==> config.mk <==
export PLATFORM = sky130hd
export DESIGN_NAME = ccrb_top
export DESIGN_NICKNAME = d
export VERILOG_FILES = /design/src/core/ccrb_pkg.sv /design/src/core/ccrb_pin_sync.sv /design/src/core/ccrb_top.sv
export SDC_FILE = /design/constraint.sdc
export NUM_CORES = 1
export LEC_CHECK = 0
export BUFFER_PORTS_ARGS = -buffer_cell sky130_fd_sc_hd__buf_2
export CAP_MARGIN = 20
export CORE_MARGIN = 2
export CORE_UTILIZATION = 45
export CTS_CLUSTER_DIAMETER = 120
export DETAILED_ROUTE_END_ITERATION = 10
export PLACE_DENSITY_LB_ADDON = 0.25
export SYNTH_ARGS = -nofsm -noshare
export SYNTH_HDL_FRONTEND = slang
export SYNTH_SLANG_ARGS = --single-unit
==> constraint.sdc <==
create_clock -name i_ref_clk -period 1.8 [get_ports i_ref_clk]
set_input_delay 0.09 -clock i_ref_clk [delete_from_list [all_inputs] [get_ports i_ref_clk]]
set_output_delay 0.09 -clock i_ref_clk [all_outputs]
set_load 0.02 [all_outputs]
==> src/core/ccrb_pkg.sv <==
// package: constants and types of the codec control register bank
package ccrb_pkg;

  // ----------------------------------------------------------------
  // secondary word layout
  // ----------------------------------------------------------------
  localparam int unsigned WORD_BITS   = 16;    // bits per serial word
  localparam int unsigned HDR_BITS    = 8;     // bits 15..8 arrive first
  localparam int unsigned SYNC_STAGES = 2;     // pin synchroniser depth

  // ----------------------------------------------------------------
  // register addresses and reset values
  // ----------------------------------------------------------------
  localparam logic [4:0] ADDR_NOP       = 5'h00;  // no operation
  localparam logic [4:0] ADDR_MODE_MON  = 5'h01;  // mode_and_monitor_control
  localparam logic [4:0] ADDR_GAIN_OVF  = 5'h02;  // gain_and_overflow_control
  localparam logic [7:0] MODE_MON_RST   = 8'h00;  // value after reset
  localparam logic [7:0] GAIN_OVF_RST   = 8'h00;  // value after reset

  // ----------------------------------------------------------------
  // field positions inside the header byte (word bits 15..8)
  // ----------------------------------------------------------------
  localparam int unsigned HDR_RW_BIT   = 5;  // word bit 13, one means read
  localparam int unsigned HDR_ADDR_MSB = 4;  // word bit 12

  // ----------------------------------------------------------------
  // field positions inside the control registers
  // ----------------------------------------------------------------
  localparam int unsigned M_SWRST   = 7;  // software reset
  localparam int unsigned M_PWDN    = 6;  // software power down
  localparam int unsigned M_DLOOP   = 5;  // digital loopback
  localparam int unsigned M_ALOOP   = 4;  // analog loopback
  localparam int unsigned M_MONSRC  = 3;  // monitor source select
  localparam int unsigned M_MONG_LO = 0;  // monitor gain, three bits
  localparam int unsigned G_LINE_LO = 5;  // line input gain, three bits
  localparam int unsigned G_DAC_LO  = 2;  // dac output gain, three bits
  localparam int unsigned G_SPK     = 1;  // speaker driver on
  localparam int unsigned G_OVF     = 0;  // adc overflow status

  // ----------------------------------------------------------------
  // gain encodings
  // ----------------------------------------------------------------
  localparam logic [2:0] MON_MUTE  = 3'h0;  // monitor muted
  localparam logic [2:0] MON_0DB   = 3'h1;
  localparam logic [2:0] MON_3DB   = 3'h2;
  localparam logic [2:0] MON_6DB   = 3'h3;
  localparam logic [2:0] MON_9DB   = 3'h4;
  localparam logic [2:0] MON_12DB  = 3'h5;
  localparam logic [2:0] AMP_0DB   = 3'h0;  // line: 0 dB, dac: 0 dB
  localparam logic [2:0] AMP_STEP1 = 3'h1;  // line: +6 dB, dac: -6 dB
  localparam logic [2:0] AMP_STEP2 = 3'h2;  // line: +12 dB, dac: -12 dB
  localparam logic [2:0] AMP_STEP3 = 3'h3;  // line: +18 dB, dac: -18 dB
  localparam logic [2:0] AMP_MUTE  = 3'h4;  // either amplifier muted

  // ----------------------------------------------------------------
  // frame state machine, one-hot
  // ----------------------------------------------------------------
  typedef enum logic [2:0] {
    ST_IDLE   = 3'b001,  // waiting for frame sync
    ST_SHIFT  = 3'b010,  // sixteen bits in flight
    ST_TAIL   = 3'b100   // word done, waiting for frame sync to rise
  } ccrb_state_t;

  // ----------------------------------------------------------------
  // settings handed to the analog and datapath logic
  // ----------------------------------------------------------------
  typedef struct packed {
    logic       power_down;    // software power down
    logic       digital_loop;  // digital loopback on
    logic       analog_loop;   // analog loopback on
    logic       mon_src_line;  // monitor fed by line input amp, else dac
    logic [2:0] mon_gain;      // monitor amp gain code
    logic [2:0] line_gain;     // line_receive_input amp gain code
    logic [2:0] dac_gain;      // dac output amp gain code
    logic       spk_on;        // speaker driver 0 dB, else muted
  } ccrb_ctrl_t;

endpackage

==> src/core/ccrb_pin_sync.sv <==
// two-stage pin synchroniser with edge detection
`timescale 1ns/1ps
`default_nettype none

module ccrb_pin_sync #(
  parameter int unsigned WIDTH = 3   // number of pins
) (
  input  wire logic             i_ref_clk,
  input  wire logic             i_rst,
  input  wire logic [WIDTH-1:0] i_pin,
  output logic      [WIDTH-1:0] o_level,
  output logic      [WIDTH-1:0] o_rise,
  output logic      [WIDTH-1:0] o_fall
);

  // ----------------------------------------------------------------
  // synchroniser and history
  // ----------------------------------------------------------------
  logic [WIDTH-1:0] meta_ff;  // first stage, read only by sync_ff
  logic [WIDTH-1:0] sync_ff;  // second stage, safe to use
  logic [WIDTH-1:0] prev_ff;  // previous safe level for edges

  // meta stage is never looked at by any gate, only by the next flop
  always_ff @(posedge i_ref_clk or posedge i_rst) begin
    if (i_rst) begin
      meta_ff <= '0;
      sync_ff <= '0;
      prev_ff <= '0;
    end else begin
      meta_ff <= i_pin;
      sync_ff <= meta_ff;
      prev_ff <= sync_ff;
    end
  end

  // edges found per pin
  genvar g;
  generate
    for (g = 0; g < WIDTH; g++) begin : g_edge
      assign o_rise[g] = sync_ff[g] & ~prev_ff[g];
      assign o_fall[g] = ~sync_ff[g] & prev_ff[g];
    end
  endgenerate

  assign o_level = sync_ff;

endmodule
`default_nettype wire

==> src/core/ccrb_top.sv <==
// codec control register bank reached through secondary serial frames
`timescale 1ns/1ps
`default_nettype none

module ccrb_top (
  input  wire logic                i_ref_clk,       // 125 MHz core clock
  input  wire logic                i_rst,           // async, active high
  input  wire logic                i_sclk,          // serial clock pin
  input  wire logic                i_fs_n,          // frame sync pin, low in frame
  input  wire logic                i_din,           // serial data in pin
  input  wire logic                i_sec_frame,     // current frame is secondary
  input  wire logic                i_adc_overflow,  // adc overflow event pulse
  output logic                     o_dout,          // serial data out
  output logic                     o_dout_oe_n,     // low while dout is driven
  output logic                     o_soft_reset,    // one-cycle software reset
  output ccrb_pkg::ccrb_ctrl_t     o_ctrl           // current settings
);

  // ----------------------------------------------------------------
  // pin synchronisation
  // ----------------------------------------------------------------
  logic [2:0] pin_lvl;   // {din, fs_n, sclk} after two flops
  logic [2:0] pin_rise;  // rising edges
  logic [2:0] pin_fall;  // falling edges

  ccrb_pin_sync #(
    .WIDTH (3)
  ) u_sync (
    .i_ref_clk (i_ref_clk),
    .i_rst     (i_rst),
    .i_pin     ({i_din, i_fs_n, i_sclk}),
    .o_level   (pin_lvl),
    .o_rise    (pin_rise),
    .o_fall    (pin_fall)
  );

  logic din_s;      // synchronised data in
  logic fs_n_s;     // synchronised frame sync
  logic sclk_rise;  // serial clock rose
  logic sclk_fall;  // serial clock fell
  assign din_s     = pin_lvl[2];
  assign fs_n_s    = pin_lvl[1];
  assign sclk_rise = pin_rise[0];
  assign sclk_fall = pin_fall[0];

  // ----------------------------------------------------------------
  // state
  // ----------------------------------------------------------------
  ccrb_pkg::ccrb_state_t state_ff, nxt_state;  // frame sequencer
  logic [15:0] rx_ff,   nxt_rx;                // word shifted in from din
  logic [4:0]  rxc_ff,  nxt_rxc;               // falling edges seen
  logic [3:0]  txc_ff,  nxt_txc;               // rising edges seen
  logic [7:0]  rd_ff,   nxt_rd;                // read byte being sent
  logic        dout_ff, nxt_dout;              // data out flop
  logic        oe_n_ff, nxt_oe_n;              // output enable flop
  logic        sec_ff,  nxt_sec;               // frame marked secondary
  logic [7:0]  mode_ff, nxt_mode;              // mode_and_monitor_control
  logic [7:1]  gain_ff, nxt_gain;              // writable part of gain reg
  logic        ovf_ff,  nxt_ovf;               // sticky adc overflow flag
  logic        srst_ff, nxt_srst;              // software reset pulse
  logic        armed_ff, nxt_armed;            // frame sync seen idle since reset

  // register read mux, selected by the header address
  function automatic logic [7:0] reg_read(input logic [4:0] addr,
                                          input logic [7:0] mode,
                                          input logic [7:1] gain,
                                          input logic       ovf);
    logic [7:0] val;
    val = 8'h00;
    unique case (addr)
      ccrb_pkg::ADDR_MODE_MON: val = mode;
      ccrb_pkg::ADDR_GAIN_OVF: val = {gain, ovf};
      default:                 val = 8'h00;         // nop and holes read zero
    endcase
    return val;
  endfunction

  // header decode helpers
  logic [15:0] rx_shift;  // word after the current din bit
  logic        hdr_ok;    // header bits 15 and 14 zero, valid at 8th fall
  logic        hdr_rd;    // read requested, valid at 8th fall
  logic [4:0]  hdr_addr;  // addressed register, valid at 8th fall
  logic        word_ok;   // word bits 15 and 14 zero, valid at 16th fall
  assign rx_shift = {rx_ff[14:0], din_s};
  // at the 8th fall the header byte still sits in the low byte of the shifter
  assign hdr_ok   = (rx_shift[7:6] == 2'b00);
  assign hdr_rd   = rx_shift[ccrb_pkg::HDR_RW_BIT];
  assign hdr_addr = rx_shift[ccrb_pkg::HDR_ADDR_MSB -: 5];
  assign word_ok  = (rx_shift[15:14] == 2'b00);

  // ----------------------------------------------------------------
  // next-state logic: frame, shifting, registers
  // ----------------------------------------------------------------
  always_comb begin
    nxt_state = state_ff;
    nxt_rx    = rx_ff;
    nxt_rxc   = rxc_ff;
    nxt_txc   = txc_ff;
    nxt_rd    = rd_ff;
    nxt_dout  = dout_ff;
    nxt_oe_n  = oe_n_ff;
    nxt_sec   = sec_ff;
    nxt_mode  = mode_ff;
    nxt_gain  = gain_ff;
    nxt_ovf   = ovf_ff;
    nxt_srst  = 1'b0;
    // the synchroniser resets low, which reads as frame sync asserted;
    // no frame may open until the pin has been seen idle once
    nxt_armed = armed_ff | fs_n_s;

    unique case (state_ff)
      // frame starts when synced frame sync goes low
      ccrb_pkg::ST_IDLE: begin
        if (!fs_n_s && armed_ff) begin
          nxt_state = ccrb_pkg::ST_SHIFT;
          nxt_rx    = 16'h0000;
          nxt_rxc   = 5'h00;
          nxt_txc   = 4'h0;
          nxt_rd    = 8'h00;
          nxt_dout  = 1'b0;       // upper byte of answer is zero
          nxt_oe_n  = 1'b0;
          nxt_sec   = i_sec_frame;
        end
      end
      // collect sixteen bits on falling edges, send on rising edges
      ccrb_pkg::ST_SHIFT: begin
        if (fs_n_s) begin
          // short frame: abandoned, no write commits; a completed read header of the status has already cleared it
          nxt_state = ccrb_pkg::ST_IDLE;
          nxt_oe_n  = 1'b1;
        end else begin
          if (sclk_rise) begin
            nxt_txc = txc_ff + 4'h1;
            // rising edge 8 onward shifts the read byte; edges 9 to 16 present bits 7..0
            if (txc_ff >= 4'h7) begin
              nxt_dout = rd_ff[7];
              nxt_rd   = {rd_ff[6:0], 1'b0};
            end
          end
          if (sclk_fall) begin
            nxt_rx  = rx_shift;
            nxt_rxc = rxc_ff + 5'h01;
            // header complete: fetch read data in time for bit 7
            if (rxc_ff == 5'(ccrb_pkg::HDR_BITS - 1)) begin
              if (sec_ff && hdr_ok && hdr_rd) begin
                nxt_rd = reg_read(hdr_addr, mode_ff, gain_ff, ovf_ff);
                // reading the status clears it; a new event below wins
                if (hdr_addr == ccrb_pkg::ADDR_GAIN_OVF) begin
                  nxt_ovf = 1'b0;
                end
              end
            end
            // last bit: commit a write
            if (rxc_ff == 5'(ccrb_pkg::WORD_BITS - 1)) begin
              nxt_state = ccrb_pkg::ST_TAIL;
              if (sec_ff && word_ok && !rx_shift[13]) begin
                unique case (rx_shift[12:8])
                  ccrb_pkg::ADDR_MODE_MON: begin
                    if (rx_shift[ccrb_pkg::M_SWRST]) begin
                      // software reset clears every writable bit
                      nxt_mode = ccrb_pkg::MODE_MON_RST;
                      nxt_gain = ccrb_pkg::GAIN_OVF_RST[7:1];
                      nxt_srst = 1'b1;
                    end else begin
                      nxt_mode = rx_shift[7:0];
                    end
                  end
                  ccrb_pkg::ADDR_GAIN_OVF: begin
                    // status bit 0 is not writable
                    nxt_gain = rx_shift[7:1];
                  end
                  default: begin
                    // nop and unlisted addresses store nothing
                    nxt_mode = mode_ff;
                  end
                endcase
              end
            end
          end
        end
      end
      // hold the line until frame sync rises, then release dout
      ccrb_pkg::ST_TAIL: begin
        if (fs_n_s) begin
          nxt_state = ccrb_pkg::ST_IDLE;
          nxt_oe_n  = 1'b1;
          nxt_dout  = 1'b0;
        end
      end
      default: begin
        nxt_state = ccrb_pkg::ST_IDLE;
        nxt_oe_n  = 1'b1;
      end
    endcase

    // overflow event set wins over a clearing read in the same cycle
    if (i_adc_overflow) begin
      nxt_ovf = 1'b1;
    end
  end

  // ----------------------------------------------------------------
  // registers
  // ----------------------------------------------------------------
  always_ff @(posedge i_ref_clk or posedge i_rst) begin
    if (i_rst) begin
      state_ff <= ccrb_pkg::ST_IDLE;
      rx_ff    <= 16'h0000;
      rxc_ff   <= 5'h00;
      txc_ff   <= 4'h0;
      rd_ff    <= 8'h00;
      dout_ff  <= 1'b0;
      oe_n_ff  <= 1'b1;
      sec_ff   <= 1'b0;
      mode_ff  <= ccrb_pkg::MODE_MON_RST;
      gain_ff  <= ccrb_pkg::GAIN_OVF_RST[7:1];
      ovf_ff   <= 1'b0;
      srst_ff  <= 1'b0;
      armed_ff <= 1'b0;
    end else begin
      state_ff <= nxt_state;
      rx_ff    <= nxt_rx;
      rxc_ff   <= nxt_rxc;
      txc_ff   <= nxt_txc;
      rd_ff    <= nxt_rd;
      dout_ff  <= nxt_dout;
      oe_n_ff  <= nxt_oe_n;
      sec_ff   <= nxt_sec;
      mode_ff  <= nxt_mode;
      gain_ff  <= nxt_gain;
      ovf_ff   <= nxt_ovf;
      srst_ff  <= nxt_srst;
      armed_ff <= nxt_armed;
    end
  end

  // ----------------------------------------------------------------
  // outputs, all straight from flops
  // ----------------------------------------------------------------
  assign o_dout       = dout_ff;
  assign o_dout_oe_n  = oe_n_ff;
  assign o_soft_reset = srst_ff;

  assign o_ctrl.power_down   = mode_ff[ccrb_pkg::M_PWDN];
  assign o_ctrl.digital_loop = mode_ff[ccrb_pkg::M_DLOOP];
  assign o_ctrl.analog_loop  = mode_ff[ccrb_pkg::M_ALOOP];
  assign o_ctrl.mon_src_line = mode_ff[ccrb_pkg::M_MONSRC];
  assign o_ctrl.mon_gain     = mode_ff[ccrb_pkg::M_MONG_LO +: 3];
  assign o_ctrl.line_gain    = gain_ff[ccrb_pkg::G_LINE_LO +: 3];
  assign o_ctrl.dac_gain     = gain_ff[ccrb_pkg::G_DAC_LO +: 3];
  assign o_ctrl.spk_on       = gain_ff[ccrb_pkg::G_SPK];

endmodule
`default_nettype wire

Yosys cells after proc, flatten, opt, wreduce, memory -nomap -nowiden
Cells that the tools add are included.
{ "totals": {"ff_bits": 63, "latchBits": 0, "ramBits": 0, "romBits": 0, "input_bits": 7, "out_inout_bits": 17, "elab_cells": 125, "n_memories": 0} }
{ "op_classes": {"addsub": 2, "mul": 0, "n_div": 0, "order_cmp": 1, "n_eq_ne": 20, "shifts": 0, "muxes": 52, "n_bitwise": 6, "reduce_logical": 28} }
{ "ops": {"columns": ["operator", "n"], "rows": [
  ["two-way mux 8 bit", 7],
  ["two-way mux 15 bit", 3],
  ["case mux 8 bit (2 select lines)", 2],
  ["case mux 15 bit (2 select lines)", 1],
  ["two-way mux 1 bit", 20],
  ["AND reduction 6 bit", 3],
  ["two-way mux 3 bit", 5],
  ["two-way mux 5 bit", 3],
  ["two-way mux 7 bit", 2],
  ["!= test 2 bit, second input constant", 7],
  ["case mux 7 bit (2 select lines)", 1],
  ["nonzero test 2 bit", 7],
  ["two-way mux 4 bit", 3],
  ["AND reduction 4 bit", 3],
  ["equality test 5 x 1 -> 1 bit, second input constant", 2],
  ["equality test 5 x 2 -> 1 bit, second input constant", 2],
  ["case mux 5 bit (2 select lines)", 1],
  ["case mux 3 bit (3 select lines)", 1],
  ["case mux 4 bit (2 select lines)", 1],
  ["AND reduction 7 bit", 1],
  ["!= test 3 x 2 -> 1 bit, second input constant", 2],
  ["adder 5 x 1 -> 5 bit, second input constant", 1],
  ["equality test 5 x 3 -> 1 bit, second input constant", 1],
  ["equality test 5 x 4 -> 1 bit, second input constant", 1],
  ["18 further kinds", 29]
]} }

Longest topological paths before layout
{ "logic_depth": {"word_depth": 9, "depth_mapped": 7, "ltp_nobuf": 7} }

Modules after synthesis
Synthesis repeated with hierarchy kept, for this count alone.
{ "unflattened": {"hier_cells": 267, "area_unflattened_um2": 2982.9} }
{ "by_module_without_submodules": {"columns": ["mod", "n_inst", "cells_per_inst", "area_per_inst_um2", "seq_area_each_um2"], "rows": [
  ["ccrb_top", 1, 251, 2716.4, 1378.8],
  ["ccrb_pin_sync", 1, 16, 266.5, 225.2]
]} }

Least setup slack after synthesis
Ideal clock, no wire load.
{ "synth_path": {"path_type": "reg2reg", "from": "reg rxc_ff[0]", "to": "reg gain_ff[1] (netlist bit)", "setup_time_ns": 0.066, "t_arrival_ns": 1.648, "t_required_ns": 1.734, "setup_slack_ns": 0.086, "path_stages_with_launch": 8, "n_path_buf": 0, "synth_period_minus_slack_ns": 1.714, "cell_sequence": "dfrtp_1 -> ha_1 -> and3_1 -> ha_1 -> and3b_1 -> nand3_1 -> nor3b_2 -> a22o_1"} }
{ "synth_between": {"elab_chain_len": 2} }
{ "synth_rtl": {"columns": ["element", "line", "rtl"], "rows": [
  ["start, declared", "ccrb_top.sv:51", "logic [4:0] rxc_ff, nxt_rxc;"],
  ["start signal, assigned", "ccrb_top.sv:223", "rxc_ff <= nxt_rxc;"],
  ["equality test 5 x 4 -> 1 bit", "ccrb_top.sv:154", "if (rxc_ff == 5'(ccrb_pkg::WORD_BITS - 1)) begin"],
  ["AND reduction 7 bit (no source line)", null, null],
  ["end signal, assigned", "ccrb_top.sv:216", "gain_ff <= ccrb_pkg::GAIN_OVF_RST[7:1];"],
  ["end signal, assigned", "ccrb_top.sv:230", "gain_ff <= nxt_gain;"],
  ["end, declared", "ccrb_top.sv:58", "logic [7:1] gain_ff, nxt_gain;"]
]} }
No other way between the ends.
A chain may end at the register's enable or synchronous reset.

Worst setup path after layout
{ "layout_path": {"from": "reg rxc_ff[1]", "to": "reg gain_ff[1] (netlist bit)"} }
Same word-level chain as after synthesis.

==> summary.md <==
| Metric | Value |
|---|---|
| Synth-to-Final Area Change | 21.71% |
| Max IR drop VDD | 0.0007196 V |
| Slew margin rel. | 0.6623 |
| CP endpoint kind | flop |
| Setup slack, reg-to-reg | 0.06 ns |
| Inserted Diodes | 0 |
| FMAX | 574.7 MHz |
| Post-synthesis compound-gate area fraction | 0.2014 |
| Post-layout util | 0.5645 |
| Outcome | complete, no violations |
| Rows | 29 |
| Clk root buf | clkbuf_8 |
| Setup violators final | 0 |
| Core Area | 0.006350 sq mm |
| Distinct cell type count after synthesis | 54 |
| Most frequent cells in the layout | dfrtp_1, nand2_1, o21ai_0, buf_2, buf_4 |
| Clk_skew | 0.008873 ns |
| Total detailed-routing wirelength | 6686 um |
| Period utilization | 0.9667 |
| Worst-path cell chain | ha_2 -> and3_4 -> ha_4 -> and3b_2 -> nand3_2 -> nor3b_4 -> a22o_1 |
| Number of enable flip-flop cells after synthesis | 0 |
| Num Clock Sinks | 62 |
| Total grt overflow | 0 |
| Die W | 84.90 um |
| Die height | 84.90 um |
| Num ports | 24 |
| Top cells by area, synth | dfrtp_1, nand2_1, o21ai_0 |
| Buffers on Ports | 23 |
| GRT Util Overall | 0.2011 |
| Max Cap Viol | 0 |
| Placer Congestion | 0.7892 |
| Crit path kind | flop to flop |
| Ys Warns | 0 |
| First-pass GRT wire length | 11340 um |
| Clock latency on the worst-skew pair | 0.34 ns |
| Cells after Synth | 285 |
| Pre-antenna DRT Iters | 4 |
| Final Hold Viols | 0 |
| Antenna violations before repair | 0 |
| Die Area | 0.007208 sq mm |
| Post-Synth Simple-Gate Area | 0.2251 |
| Share of the synthesized area in the top cell type | 0.5098 |
| Data required, critical path | 2.08 ns |
| Wire per inst | 16.03 um |
| Synth Area in XOR/XNOR | 0 |
| Cell taking the most area after synthesis | dfrtp_1 |
| Crit start category | flop |
| Mux contribution to synthesized area | 0.003398 |
| Post-route antenna net violation count | 0 |
| Cell depth of the worst flop-to-flop path | 7 |
| Total number of vias | 2319 |
| Mapped Area | 0.002945 sq mm |
| Worst-path clk slew | 0.08 ns |
| Vias per inst | 5.561 |
| CTS tree | built |
| Cts bufs inserted | 9 |
| Synth Area in Adders | 0.01274 |
| CP max FO | 7 |
| #FFs+latches synth | 62 |
| Non-filler cells, final | 417 |
| RSZ-0062 raised after global routing | true |
| Slowest CP cell | dfrtp_1 |
| Syn Nets | 295 |
| Ys flop type | dfrtp_1 |
| Final min period | 1.740 ns |
| Mapped Avg Cell Area | 10.33 sq um |
| Placed cells | 394 |
| Worst reg2reg startpoint | rxc_ff[1] |
| Hold Path Class | input port to asynchronous set/reset pin |
| Max-slew violations | 0 |
| Share of layout cells above drive strength 1 | 0.2706 |
| # DRC | 0 |
| Reg2Reg Capture Point | gain_ff[1] |
| Final hold slack | 0.3451 ns |
| Worst Max-Slew Pin Slew | 0.5055 ns |
| Leak | 1.624 nW |
| H-Tree Level Count | 3 |
| Starting density of the core | 0.4638 |
| Register area share after synthesis | 0.5276 |
| Slowest stage delay, CP | 0.36 ns |
| Number of global-route vias before repair | 2299 |
| Commonest non-fill, non-tap cell in the layout | dfrtp_1 |
| Fin nets | 345 |
| DRT iter0 DRCs | 147 |
| PwrDens | 875.6 mW/mm^2 |
| Hpwl dp | 4607 um |
| Arrival time worst endpoint | 2.02 ns |
| Post-synth ARST share | 1.000 |
| Largest family of logic cells by synthesized area | simple AND/OR/NAND/NOR gates |
| CTS max path bufs | 2 |
| Pin count of the biggest net entering global routing | 63 |
[critical path, delay by kind of cell (launching register included)]
kind	cells	cell delay [ns]
AO/OA/AOI/OAI	1	0.21
adder cells (fa/ha/maj)	2	0.29
flip-flops	1	0.36
AND/OR/NAND/NOR	4	0.83
[worst max path at each step]
stage | startpoint | end | slack (ns)
2_1_floorplan | rxc_ff[0] | gain_ff[1] | 0.09
3_3_place_gp | rxc_ff[1] | gain_ff[4] | 0.03
3_5_place_dp | rxc_ff[1] | gain_ff[4] | -0.03
4_1_cts | rxc_ff[1] | gain_ff[1] | 0.02
5_1_grt | rxc_ff[1] | gain_ff[7] | -0.04
6_report | rxc_ff[1] | gain_ff[1] | 0.06
[what timing repair did]
| action | 4_1_cts | 5_1_grt |
|---|---|---|
| buffers inserted | 0 | 1 |
| pin swaps | 1 | 8 |
| resized for setup | 2 | 9 |
| setup endpoints to repair | 7 | 17 |
| gates cloned | 0 | 0 |
| hold endpoints to repair | 65 | 0 |
| hold buffers | 6 | 0 |
[logic make-up after synthesis]
family	after synthesis
multiplexers	1
adder cells (fa/ha/maj)	3
AO/OA/AOI/OAI	85
buffers and inverters	17
AND/OR/NAND/NOR	117
flip-flops	62
[synth_stat cells (5+ instances only)]
cell type,instances
a21oi_1,6
a22o_1,7
a22oi_1,8
buf_2,7
dfrtp_1,60
nand2_1,49
nor2_1,9
nor2b_1,8
nor3_1,12
o21ai_0,31
o21ai_1,9
o221a_2,5
[metrics by stage]
stage | setup TNS, ns | power (mW) | cell area, sq um | worst slack [ns]
after floorplan | 0 | 1.773 | 2945 | 0.08610
after global placement | 0 | 1.898 | 3274 | 0.02893
after detailed placement | -0.1662 | 1.905 | 3274 | -0.02561
after CTS | 0 | 3.169 | 3546 | 0.01773
after global routing | -0.1689 | 3.278 | 3585 | -0.03687
final | 0 | 3.139 | 3585 | 0.05992
[flip-flops by register name, summed over array words and instances, names as in the netlist]
signal	flops
ovf_ff	1
mode_ff	7
gain_ff	7
state_ff	3
o_soft_reset	1
o_dout	1
u_sync.meta_ff	3
rd_ff	8
rx_ff	15
armed_ff	1
sec_ff	1
u_sync.o_level	3
u_sync.prev_ff	1
txc_ff	4
rxc_ff	5
o_dout_oe_n	1
[metal layers]
metal / routed length, um / global-route usage
met5: 0 / 0
met4: 133 / 0.07792
met3: 209 / 0.04961
met1: 3161 / 0.2706
met2: 3181 / 0.3157
[cell type report]
cell class | count | area, sq um
clock buffer | 9 | 123.9
clock inverter | 7 | 80.08
fill | 573 | 2765
inverter | 4 | 15.01
multi-input combinational | 206 | 1343
sequential | 62 | 1554
tap | 77 | 96.34
timing repair buffer | 52 | 372.9
[where the power goes]
part	total (mW)	switching [mW]	internal [mW]
Sequential	1.49	0.0488	1.44
Combinational	0.400	0.234	0.166
Clock	1.25	0.595	0.655
(Power assumes the default switching activity.)
